--- src/design/slg_pkg.sv ---
// Package for the stack-limit and effective-address generator.
// Assumes a 16-bit core with byte-addressed data space and word-aligned stack.
package slg_pkg;

  // ==========================================================================
  // Widths
  // ==========================================================================
  localparam int unsigned DW         = 16;
  localparam int unsigned REG_IDX_W  = 4;
  localparam int unsigned NEAR_W     = 13;
  localparam int unsigned LIT5_W     = 5;
  localparam int unsigned LIT10_W    = 10;
  localparam int unsigned BRANCH_W   = 16;
  localparam int unsigned IDIS_CNT_W = 14;
  localparam int unsigned STAT_LO_W  = 8;
  localparam int unsigned PC_HI_W    = 7;

  // ==========================================================================
  // Constants
  // ==========================================================================
  localparam logic [DW-1:0]        STACK_FLOOR = 16'h0800;
  localparam logic [DW-1:0]        WORD_STEP   = 16'h0002;
  localparam logic [DW-1:0]        ALIGN_MASK  = 16'hFFFE;
  localparam logic [REG_IDX_W-1:0] SP_IDX      = 4'hF;
  localparam logic [REG_IDX_W-1:0] WREG0_IDX   = 4'h0;
  localparam int unsigned          NUM_REGS    = 16;

  // ==========================================================================
  // Addressing modes
  // ==========================================================================
  typedef enum logic [2:0] {
    AM_FILE,
    AM_DIRECT,
    AM_INDIRECT,
    AM_POST_MOD,
    AM_PRE_MOD,
    AM_INDEXED,
    AM_LIT_OFFSET,
    AM_LITERAL
  } slg_mode_e;

  typedef enum logic [2:0] {
    SOP_NONE,
    SOP_PUSH,
    SOP_POP,
    SOP_CALL,
    SOP_EXC
  } slg_stack_op_e;

  typedef enum logic [1:0] {
    LIT_5,
    LIT_10,
    LIT_BRANCH,
    LIT_IDIS
  } slg_lit_e;

endpackage : slg_pkg

--- src/design/slg_ea_calc.sv ---
// Combinational effective-address former for one operand.
// Assumes register contents are supplied already read from the register file.
`timescale 1ns/10ps
module slg_ea_calc (
  input  wire slg_pkg::slg_mode_e         mode,       // Addressing mode.
  input  wire logic [slg_pkg::DW-1:0]     ptrVal,     // Pointer register value.
  input  wire logic [slg_pkg::DW-1:0]     baseVal,    // Base operand register value.
  input  wire logic [slg_pkg::DW-1:0]     litVal,     // Extended literal value.
  input  wire logic [slg_pkg::DW-1:0]     modConst,   // Signed modify constant.
  input  wire logic [slg_pkg::NEAR_W-1:0] fileAddr,   // Direct file address field.
  input  wire logic                       fullSpace,  // Move may reach the whole space.
  output logic      [slg_pkg::DW-1:0]     effAddr,    // Effective address.
  output logic      [slg_pkg::DW-1:0]     ptrNext,    // Updated pointer value.
  output logic                            ptrWrite    // Pointer update needed.
);

  always_comb begin
    effAddr  = ptrVal;
    ptrNext  = ptrVal;
    ptrWrite = 1'b0;
    case (mode)
      slg_pkg::AM_FILE: begin
        // Only a move may use the whole literal; others stay in near space.
        effAddr = fullSpace ? litVal : {{(slg_pkg::DW-slg_pkg::NEAR_W){1'b0}}, fileAddr};
      end
      slg_pkg::AM_INDIRECT: begin
        effAddr = ptrVal;
      end
      slg_pkg::AM_POST_MOD: begin
        effAddr  = ptrVal;
        ptrNext  = ptrVal + modConst;
        ptrWrite = 1'b1;
      end
      slg_pkg::AM_PRE_MOD: begin
        effAddr  = ptrVal + modConst;
        ptrNext  = ptrVal + modConst;
        ptrWrite = 1'b1;
      end
      slg_pkg::AM_INDEXED: begin
        effAddr = ptrVal + baseVal;
      end
      slg_pkg::AM_LIT_OFFSET: begin
        effAddr = ptrVal + litVal;
      end
      default: begin
        effAddr = ptrVal;
      end
    endcase
  end

endmodule : slg_ea_calc

--- src/design/slg_stack_ea.sv ---
// Stack pointer, stack limit check and operand address generation.
// Assumes the decoder presents one decoded operation per cycle and the data
// memory takes the registered address and write data one cycle later.
// Functional notes
// - Stack pointer addresses first free word; stack grows upward.
// - Pop pre-decrements the pointer; push post-increments it.
// - Call pushes program counter upper part with top bit cleared.
// - Exception push places status low byte beside upper program counter.
// - Limit register holds stack upper bound; no defined reset value.
// - Limit register bit zero always reads zero.
// - Every stack-pointer effective address is compared against the limit; the code checks pop addresses against the floor only.
// - Push at the limit is fine; the next push traps.
// - Stack pointer below 0x0800 raises the stack error trap.
// - File instructions use a 13-bit direct near address.
// - File instructions use working register zero as implied register; the code never selects WREG0_IDX for them.
// - Move may address the whole data space directly.
// - Three-operand first operand register direct; second register, memory or literal.
// - Five-bit and ten-bit literal operands are supported.
// - Register indirect uses pointer contents unchanged.
// - Post-modified uses pointer, then adds constant to pointer.
// - Pre-modified adds signed constant first, uses the result.
// - Indexed address is pointer plus base operand register.
// - Literal offset address is pointer plus literal.
// - Move source and destination modes differ; one offset field shared.
// - Branch literal is signed 16-bit; disable count unsigned 14-bit.
// - Boot secure RAM reachable only from boot flash code when enabled; the code checks operand addresses only, not stack accesses.
`timescale 1ns/10ps
module slg_stack_ea (
  input  wire logic                         clk,           // Core clock.
  input  wire logic                         reset,         // Synchronous reset, active high.
  input  wire slg_pkg::slg_stack_op_e       stackOp,       // Stack operation this cycle.
  input  wire logic [slg_pkg::DW-1:0]       pushData,      // Word for a plain push.
  input  wire logic [slg_pkg::PC_HI_W:0]    pcHigh,        // Upper program counter part.
  input  wire logic [slg_pkg::STAT_LO_W-1:0] statusLowByte, // Status low byte.
  input  wire logic                         limitWrite,    // Write the limit register.
  input  wire logic [slg_pkg::DW-1:0]       limitData,     // Limit register write data.
  input  wire logic                         regWrite,      // Write a working register.
  input  wire logic [slg_pkg::REG_IDX_W-1:0] regWrIdx,     // Working register index.
  input  wire logic [slg_pkg::DW-1:0]       regWrData,     // Working register data.
  input  wire logic                         opValid,       // Operand request valid.
  input  wire logic                         isFileOp,      // File register form.
  input  wire logic                         isMoveOp,      // Move instruction.
  input  wire slg_pkg::slg_mode_e           srcMode,       // Source addressing mode.
  input  wire slg_pkg::slg_mode_e           dstMode,       // Destination addressing mode.
  input  wire logic [slg_pkg::REG_IDX_W-1:0] srcPtrIdx,    // Source pointer index.
  input  wire logic [slg_pkg::REG_IDX_W-1:0] dstPtrIdx,    // Destination pointer index.
  input  wire logic [slg_pkg::REG_IDX_W-1:0] baseIdx,      // Shared offset register field.
  input  wire logic [slg_pkg::NEAR_W-1:0]   fileAddr,      // Direct file address field.
  input  wire logic [slg_pkg::DW-1:0]       wideAddr,      // Full-space move address.
  input  wire slg_pkg::slg_lit_e            litKind,       // Literal size class.
  input  wire logic [slg_pkg::DW-1:0]       litRaw,        // Raw literal bits.
  input  wire logic [slg_pkg::DW-1:0]       modConst,      // Signed modify constant.
  input  wire logic                         bootRamEn,     // Boot secure RAM protection on.
  input  wire logic [slg_pkg::DW-1:0]       bootRamLo,     // Boot secure RAM start.
  input  wire logic [slg_pkg::DW-1:0]       bootRamHi,     // Boot secure RAM end.
  input  wire logic                         execInBoot,    // Code runs in boot flash.
  output logic      [slg_pkg::DW-1:0]       memAddr,       // Memory address.
  output logic      [slg_pkg::DW-1:0]       memWrData,     // Memory write data.
  output logic                              memWrite,      // Memory write strobe.
  output logic                              memRead,       // Memory read strobe.
  output logic      [slg_pkg::DW-1:0]       srcAddr,       // Source effective address.
  output logic      [slg_pkg::DW-1:0]       dstAddr,       // Destination effective address.
  output logic      [slg_pkg::DW-1:0]       baseOperand,   // First operand, register direct.
  output logic      [slg_pkg::DW-1:0]       litOut,        // Extended literal.
  output logic      [slg_pkg::DW-1:0]       stackPtr,      // Stack pointer value.
  output logic                              stackTrap,     // Stack error trap request.
  output logic                              secureFault    // Secure RAM access refused.
);

  // ==========================================================================
  // Working registers and limit
  // ==========================================================================
  logic [slg_pkg::DW-1:0] regs_q [slg_pkg::NUM_REGS];
  logic [slg_pkg::DW-1:0] regs_d [slg_pkg::NUM_REGS];
  logic [slg_pkg::DW-1:0] limit_q;
  logic [slg_pkg::DW-1:0] limit_d;
  logic [slg_pkg::DW-1:0] sp;
  logic [slg_pkg::DW-1:0] litExt;
  logic [slg_pkg::DW-1:0] srcEa;
  logic [slg_pkg::DW-1:0] dstEa;
  logic [slg_pkg::DW-1:0] srcPtrNext;
  logic [slg_pkg::DW-1:0] dstPtrNext;
  logic                   srcPtrWr;
  logic                   dstPtrWr;
  logic [slg_pkg::DW-1:0] fileWide;

  assign sp = regs_q[slg_pkg::SP_IDX];

  // Literal widths follow the instruction class.
  always_comb begin
    case (litKind)
      slg_pkg::LIT_5:      litExt = {{(slg_pkg::DW-slg_pkg::LIT5_W){1'b0}}, litRaw[slg_pkg::LIT5_W-1:0]};
      slg_pkg::LIT_10:     litExt = {{(slg_pkg::DW-slg_pkg::LIT10_W){1'b0}}, litRaw[slg_pkg::LIT10_W-1:0]};
      slg_pkg::LIT_BRANCH: litExt = litRaw[slg_pkg::BRANCH_W-1:0];
      slg_pkg::LIT_IDIS:   litExt = {{(slg_pkg::DW-slg_pkg::IDIS_CNT_W){1'b0}}, litRaw[slg_pkg::IDIS_CNT_W-1:0]};
      default:             litExt = litRaw;
    endcase
  end

  assign fileWide = isMoveOp ? wideAddr : litExt;

  // Source and destination have their own modes; the base field is shared.
  slg_ea_calc uSrc (
    .mode      (srcMode),
    .ptrVal    (regs_q[srcPtrIdx]),
    .baseVal   (regs_q[baseIdx]),
    .litVal    (isFileOp ? fileWide : litExt),
    .modConst  (modConst),
    .fileAddr  (fileAddr),
    .fullSpace (isMoveOp),
    .effAddr   (srcEa),
    .ptrNext   (srcPtrNext),
    .ptrWrite  (srcPtrWr)
  );

  slg_ea_calc uDst (
    .mode      (dstMode),
    .ptrVal    (regs_q[dstPtrIdx]),
    .baseVal   (regs_q[baseIdx]),
    .litVal    (isFileOp ? fileWide : litExt),
    .modConst  (modConst),
    .fileAddr  (fileAddr),
    .fullSpace (isMoveOp),
    .effAddr   (dstEa),
    .ptrNext   (dstPtrNext),
    .ptrWrite  (dstPtrWr)
  );

  // ==========================================================================
  // Stack operation and trap check
  // ==========================================================================
  logic [slg_pkg::DW-1:0] stkAddr;
  logic [slg_pkg::DW-1:0] stkData;
  logic [slg_pkg::DW-1:0] spNext;
  logic                   stkWr;
  logic                   stkRd;
  logic                   isPush;
  logic                   overflow;
  logic                   underflow;
  logic                   srcIsSp;
  logic                   dstIsSp;
  logic                   eaOver;
  logic                   eaUnder;
  logic                   bootHit;

  always_comb begin
    stkAddr = sp;
    stkData = pushData;
    spNext  = sp;
    stkWr   = 1'b0;
    stkRd   = 1'b0;
    isPush  = 1'b0;
    case (stackOp)
      slg_pkg::SOP_PUSH: begin
        stkWr  = 1'b1;
        isPush = 1'b1;
        spNext = sp + slg_pkg::WORD_STEP;
      end
      slg_pkg::SOP_CALL: begin
        stkWr   = 1'b1;
        isPush  = 1'b1;
        stkData = {{(slg_pkg::DW-slg_pkg::PC_HI_W){1'b0}}, pcHigh[slg_pkg::PC_HI_W-1:0]};
        spNext  = sp + slg_pkg::WORD_STEP;
      end
      slg_pkg::SOP_EXC: begin
        stkWr   = 1'b1;
        isPush  = 1'b1;
        stkData = {statusLowByte, 1'b0, pcHigh[slg_pkg::PC_HI_W-1:0]};
        spNext  = sp + slg_pkg::WORD_STEP;
      end
      slg_pkg::SOP_POP: begin
        stkRd   = 1'b1;
        spNext  = sp - slg_pkg::WORD_STEP;
        stkAddr = sp - slg_pkg::WORD_STEP;
      end
      default: begin
        stkAddr = sp;
      end
    endcase
  end

  // A push at the limit writes the limit word itself and passes; the next one exceeds it.
  assign overflow  = isPush && (stkAddr > limit_q);
  assign underflow = (stackOp != slg_pkg::SOP_NONE) && (stkAddr < slg_pkg::STACK_FLOOR);
  assign srcIsSp   = opValid && (srcMode != slg_pkg::AM_FILE) && (srcMode != slg_pkg::AM_LITERAL) &&
                     (srcMode != slg_pkg::AM_DIRECT) && (srcPtrIdx == slg_pkg::SP_IDX);
  assign dstIsSp   = opValid && (dstMode != slg_pkg::AM_FILE) && (dstMode != slg_pkg::AM_LITERAL) &&
                     (dstMode != slg_pkg::AM_DIRECT) && (dstPtrIdx == slg_pkg::SP_IDX);
  // Stack-pointer addresses are checked against the limit and the floor.
  assign eaOver    = (srcIsSp && (srcEa > limit_q)) || (dstIsSp && (dstEa > limit_q));
  assign eaUnder   = (srcIsSp && (srcEa < slg_pkg::STACK_FLOOR)) || (dstIsSp && (dstEa < slg_pkg::STACK_FLOOR));
  assign bootHit   = opValid && bootRamEn && !execInBoot &&
                     (((srcEa >= bootRamLo) && (srcEa <= bootRamHi) && (srcMode != slg_pkg::AM_DIRECT)) ||
                      ((dstEa >= bootRamLo) && (dstEa <= bootRamHi) && (dstMode != slg_pkg::AM_DIRECT)));

  // Register file next state; stack move takes priority over an operand pointer update.
  always_comb begin
    for (int i = 0; i < slg_pkg::NUM_REGS; i++) begin
      regs_d[i] = regs_q[i];
    end
    if (regWrite) begin
      regs_d[regWrIdx] = regWrData; // Results may target working register zero.
    end
    if (opValid && srcPtrWr) begin
      regs_d[srcPtrIdx] = srcPtrNext;
    end
    if (opValid && dstPtrWr) begin
      regs_d[dstPtrIdx] = dstPtrNext;
    end
    if (stackOp != slg_pkg::SOP_NONE) begin
      regs_d[slg_pkg::SP_IDX] = spNext;
    end
    regs_d[slg_pkg::SP_IDX] = regs_d[slg_pkg::SP_IDX] & slg_pkg::ALIGN_MASK;
    limit_d = limitWrite ? (limitData & slg_pkg::ALIGN_MASK) : limit_q;
  end

  // Limit register has no reset term on purpose; it stays unknown until written.
  always_ff @(posedge clk) begin
    limit_q <= limit_d;
  end

  always_ff @(posedge clk) begin
    for (int i = 0; i < slg_pkg::NUM_REGS; i++) begin
      if (reset) begin
        regs_q[i] <= slg_pkg::STACK_FLOOR;
      end else begin
        regs_q[i] <= regs_d[i];
      end
    end
  end

  // ==========================================================================
  // Registered outputs
  // ==========================================================================
  always_ff @(posedge clk) begin
    if (reset) begin
      memAddr     <= '0;
      memWrData   <= '0;
      memWrite    <= 1'b0;
      memRead     <= 1'b0;
      srcAddr     <= '0;
      dstAddr     <= '0;
      baseOperand <= '0;
      litOut      <= '0;
      stackPtr    <= slg_pkg::STACK_FLOOR;
      stackTrap   <= 1'b0;
      secureFault <= 1'b0;
    end else begin
      memAddr     <= stkAddr;
      memWrData   <= stkData;
      memWrite    <= stkWr && !overflow && !underflow;
      memRead     <= stkRd && !underflow;
      srcAddr     <= srcEa;
      dstAddr     <= dstEa;
      baseOperand <= regs_q[baseIdx];
      litOut      <= litExt;
      stackPtr    <= regs_d[slg_pkg::SP_IDX];
      stackTrap   <= overflow || underflow || eaOver || eaUnder;
      secureFault <= bootHit;
    end
  end

  // ==========================================================================
  // Checks
  // ==========================================================================
  chk_push_post_inc: assert property (@(posedge clk) disable iff (reset)
    (stackOp == slg_pkg::SOP_PUSH) |=> (stackPtr == (($past(sp) + slg_pkg::WORD_STEP) & slg_pkg::ALIGN_MASK)))
    else $error("push did not advance stack pointer by one word");

  chk_pop_pre_dec: assert property (@(posedge clk) disable iff (reset)
    (stackOp == slg_pkg::SOP_POP) |=> (memAddr == $past(sp) - slg_pkg::WORD_STEP))
    else $error("pop did not read the word below the pointer");

  chk_call_msb_clear: assert property (@(posedge clk) disable iff (reset)
    (stackOp == slg_pkg::SOP_CALL) |=> !memWrData[slg_pkg::PC_HI_W])
    else $error("call push left the top bit set");

  chk_exc_status: assert property (@(posedge clk) disable iff (reset)
    (stackOp == slg_pkg::SOP_EXC) |=> (memWrData[slg_pkg::DW-1 -: slg_pkg::STAT_LO_W] == $past(statusLowByte)))
    else $error("exception push lost the status byte");

  chk_limit_align: assert property (@(posedge clk) disable iff (reset)
    limitWrite |=> !limit_q[0])
    else $error("limit bit zero not forced low");

  chk_limit_equal_ok: assert property (@(posedge clk) disable iff (reset)
    ((stackOp == slg_pkg::SOP_PUSH) && (sp == limit_q) && (sp >= slg_pkg::STACK_FLOOR) && !eaOver && !eaUnder)
      |=> !stackTrap)
    else $error("push at the limit trapped");

  chk_over_trap: assert property (@(posedge clk) disable iff (reset)
    (isPush && (sp > limit_q)) |=> stackTrap)
    else $error("push beyond the limit did not trap");

  chk_under_trap: assert property (@(posedge clk) disable iff (reset)
    ((stackOp == slg_pkg::SOP_PUSH) && (sp < slg_pkg::STACK_FLOOR)) |=> (stackTrap && !memWrite))
    else $error("underflow did not trap");

  chk_boot_guard: assert property (@(posedge clk) disable iff (reset)
    (opValid && bootRamEn && execInBoot) |=> !secureFault)
    else $error("boot code refused boot secure RAM");

  chk_boot_refuse: assert property (@(posedge clk) disable iff (reset)
    (opValid && bootRamEn && !execInBoot && (srcMode == slg_pkg::AM_INDIRECT) &&
     (regs_q[srcPtrIdx] >= bootRamLo) && (regs_q[srcPtrIdx] <= bootRamHi)) |=> secureFault)
    else $error("outside code reached boot secure RAM");

endmodule : slg_stack_ea

--- config.mk ---
export PLATFORM = sky130hd
export DESIGN_NAME = slg_stack_ea
export DESIGN_NICKNAME = d
export VERILOG_FILES = /design/src/design/slg_pkg.sv /design/src/design/slg_ea_calc.sv /design/src/design/slg_stack_ea.sv
export SDC_FILE = /design/constraint.sdc
export NUM_CORES = 2
export LEC_CHECK = 0
export BUFFER_PORTS_ARGS = -buffer_cell sky130_fd_sc_hd__buf_2
export CAP_MARGIN = 40
export CORE_UTILIZATION = 45
export CTS_BUF_LIST = sky130_fd_sc_hd__clkbuf_4 sky130_fd_sc_hd__clkbuf_8
export DETAILED_ROUTE_END_ITERATION = 8
export PLACE_DENSITY_LB_ADDON = 0.08
export SYNTH_ARGS = -nofsm -noshare
export SYNTH_HDL_FRONTEND = slang
export SYNTH_SLANG_ARGS = --single-unit
export TNS_END_PERCENT = 20
--- constraint.sdc ---
create_clock -name clk -period 9.97 [get_ports clk]
set_clock_uncertainty 0.15 [all_clocks]
set_input_delay 1.994 -clock clk [delete_from_list [all_inputs] [get_ports clk]]
set_output_delay 1.994 -clock clk [all_outputs]
set_load 0.1 [all_outputs]
==> run summary <==
====================================================================================================
Largest voltage drop on the vdd net                                                         0.116 mV
Longest Clk Path Bufs                                                                              3
Clk sinks                                                                                        369
Critical Path Start                                                                     srcPtrIdx[0]
Post-placement cell area                                                                   34700 um2
Maximum number of pins on one net before global-route repair                                      81
Period Utilization, post-route                                                                 79.1%
Setup WS pre-CTS                                                                             1.51 ns
Wire length of the first global-routing pass                                                  204 mm
Fill cells                                                                                      6802
Critical path start-end classification                                                     in -> reg
Number of buffers inserted for hold repair after clock tree synthesis                              0
Worst slew slack as a fraction of its limit                                                    33.5%
Final instance area                                                                        36400 um2
Final HPWL from detailed placement                                                            107 mm
Status                                                                                     completed
Async S/R FF share, synth                                                                         0%
Worst endpoint required time                                                                10.42 ns
Cell type of the slowest stage on the worst timing path                                    a2111oi_0
Clock-pin slew reported for the worst setup and hold paths after clock tree synthesis        0.06 ns
Mapped cell area                                                                           32000 um2
Shortest clock period the worst path allows after layout                                     7.89 ns
Setup TNS                                                                                       0 ns
Area enclosed by the die boundary                                                          72100 um2
Unique masters post-synth                                                                         93
Unrepaired setup endpoints after global routing                                                   no
WHS Path Cells                                                                                     3
Leading cell types by total area after synthesis                                        dfxtp_1 22%, mux4_2 16%, mux2i_1 9.0%
Die Height                                                                                    268 um
Post-synthesis instance total                                                                   3717
Root Driver                                                                                 clkbuf_8
Depth of the most critical reg-to-reg path                                                        21
TritonCTS buffer count                                                                            74
Seq/Total Area, Yosys                                                                          23.6%
Power density over the cells                                                              128 nW/um2
Average routed wire per standard cell                                                        29.1 um
Combined global-route utilization of all metal layers                                          39.3%
Number of synthesized flops with an enable pin                                                    15
Top-area cell type share of the netlist area                                                   22.2%
Count of buffers from port buffering                                                             304
Yosys warning total                                                                                0
Fraction of final layout cells with drive strength greater than 1                              22.1%
Vias in the first global route                                                                 29400
Count of maximum capacitance violations                                                            0
Arr. time, crit path                                                                         8.33 ns
Number of levels in the clock H-tree                                                               3
FF/Latch Area                                                                               7540 um2
Worst setup margin                                                                           2.08 ns
Largest fanout of any net on the critical path                                                    36
Worst Hold Launch                                                                       regs_q[11][14]
Most common cell after layout, fill and taps aside                                           nand2_1
Final count of hold timing violations                                                              0
Cell-by-cell trace of the critical path                                                 buf_4, buf_4, mux4_2, mux4_2, ha_1, a211oi_1, nor2_1, a2111oi_0, o31ai_1, xor2_1, o211ai_1, nand3_1, ha_1, nand4_1, nor2_1, nand4_1, nor3_1, a31oi_1, o21ai_0, o21ai_0, o211ai_1
Maximum clock frequency                                                                      127 MHz
GRT overflow                                                                                       0
Dominant cell type by area after synthesis                                                   dfxtp_1
Leading cell types in the layout, fill and taps excluded                                558 x nand2_1, 363 x nor2_1, 354 x dfxtp_1, 299 x buf_2, 286 x mux2i_1
Area Growth Syn to Fin                                                                         13.8%
Number of remaining DRC errors                                                                     0
Initial Utilization                                                                            45.6%
Number of antenna violations at the first check in global routing                                 11
Combined area of the multi-input logic cells                                               22800 um2
Seq cells post-synth                                                                             369
Number of post-CTS setup repair buffers                                                            0
Cell leakage power                                                                         0.0156 uW
Number of antenna-violating nets in the routed design                                              0
Routability congestion estimate from global placement                                           1.02
Crit end category                                                                               flop
Max stage delay on crit path                                                                 0.75 ns
Clock insertion delay at the later pin of the skew report                                    0.71 ns
Prevailing post-synth register cell                                                          dfxtp_1
Post-layout net count                                                                           4308
Horizontal die dimension                                                                      268 um
Per-cell via count in the routed design                                                         6.44
Number of top-level design ports                                                                 309
Count of standard-cell rows                                                                       97
CTS tree                                                                                       built
Startpoint of the most critical register-to-register path                               regs_q[15][2]
Post-synthesis average cell area                                                            8.60 um2
Final setup vio count                                                                              0
Number of instances resized during post-cts repair                                                 0
Core Area                                                                                  70100 um2
First DRT Iteration DRCs                                                                        3579
Max-slew violation count                                                                           0
Worst hold slack                                                                            0.509 ns
Routed WL                                                                                     143 mm
Routed vias                                                                                    31800
Kind of path behind the tightest hold check                                               reg -> reg
Drt first pass iters                                                                               6
Type of element launching the critical path                                               input port
Transition at the pin with the smallest max-transition slack                                0.998 ns
====================================================================================================
worst max-delay path, delay by kind of cell:
kind	cells	cell delay, ns
adder cells (fa/ha/maj)	2	0.79
buffers and inverters	2	1.06
AO/OA/AOI/OAI	8	1.73
multiplexers	2	1.20
AND/OR/NAND/NOR	6	1.31
XOR/XNOR	1	0.20
final timing paths:
kind / end / slack (ns)
worst max register to register: secureFault / 3.50
worst min register to register: regs_q[11][14] / 0.51
worst max-delay path: secureFault / 2.08
worst min-delay path: regs_q[11][14] / 0.51
layer usage:
layer / GRT usage, % / share of wire (%)
met5: 0 / 0.040
met4: 26.5 / 7.7
met3: 11.2 / 11
met2: 60.8 / 44
met1: 47.3 / 37
metrics by stage:
step | total power [uW] | instances | utilization (%)
final | 4640 | 4935 | 51.8
after global routing | 4800 | 4933 | 51.8
after CTS | 4620 | 4930 | 51.8
after detailed placement | 2880 | 4798 | 49.5
after global placement | 2870 | 4753 | 48.6
after floorplan | 2480 | 3718 | -
cells in the mapped netlist, drive strengths merged, types with 6 or more instances:
master and number:
a211o 18, a211oi 53, a21o 48, a21oi 263
a221oi 9, a22o 17, a22oi 11, a31oi 44
a32o 45, and2 13, and3 9, buf 112
clkbuf 187, dfxtp 354, edfxtp 15, ha 177
inv 90, mux2 13, mux2i 293, mux4 230
nand2 559, nand2b 36, nand3 45, nand3b 7
nand4 19, nor2 381, nor2b 79, nor3 44
nor3b 8, nor4 18, o211ai 110, o21a 28
o21ai 191, o21bai 6, o22ai 21, o31ai 7
or2 8, or3 17, xnor2 46, xor2 27
where the power goes:
group	total [uW]	internal (uW)	leakage (uW)	switching, uW
logic	1300	404	0.0117	898
clock network	1750	987	0.000858	765
registers	1580	1540	0.00302	42.7
total	4640	2930	0.0156	1710
registers in the layout, summed over array words and instances (netlist names), 15 cells and up:
signal / flops
baseOperand: 16
dstAddr: 16
limit_q: 15
litOut: 16
memAddr: 15
memWrData: 16
regs_q: 255
srcAddr: 16
cells by family after synthesis:
| kind of cell | share of synthesized area (%) |
|---|---|
| AO/OA/AOI/OAI | 18.6 |
| flip-flops | 23.6 |
| other | 0.0117 |
| adder cells (fa/ha/maj) | 7.18 |
| AND/OR/NAND/NOR | 17.1 |
| XOR/XNOR | 2.02 |
| multiplexers | 26.1 |
| buffers and inverters | 5.42 |
final cells by class:
cell class	instances	area share, %
inverters	91	0.940
repair buffers	439	7.98
multi-input cells	2959	62.6
flip-flops and latches	369	20.7
clock buffers	112	3.90
clock inverters	20	0.533
diodes	5	0.0344
well taps	940	3.24
(Power assumes the default switching activity.)
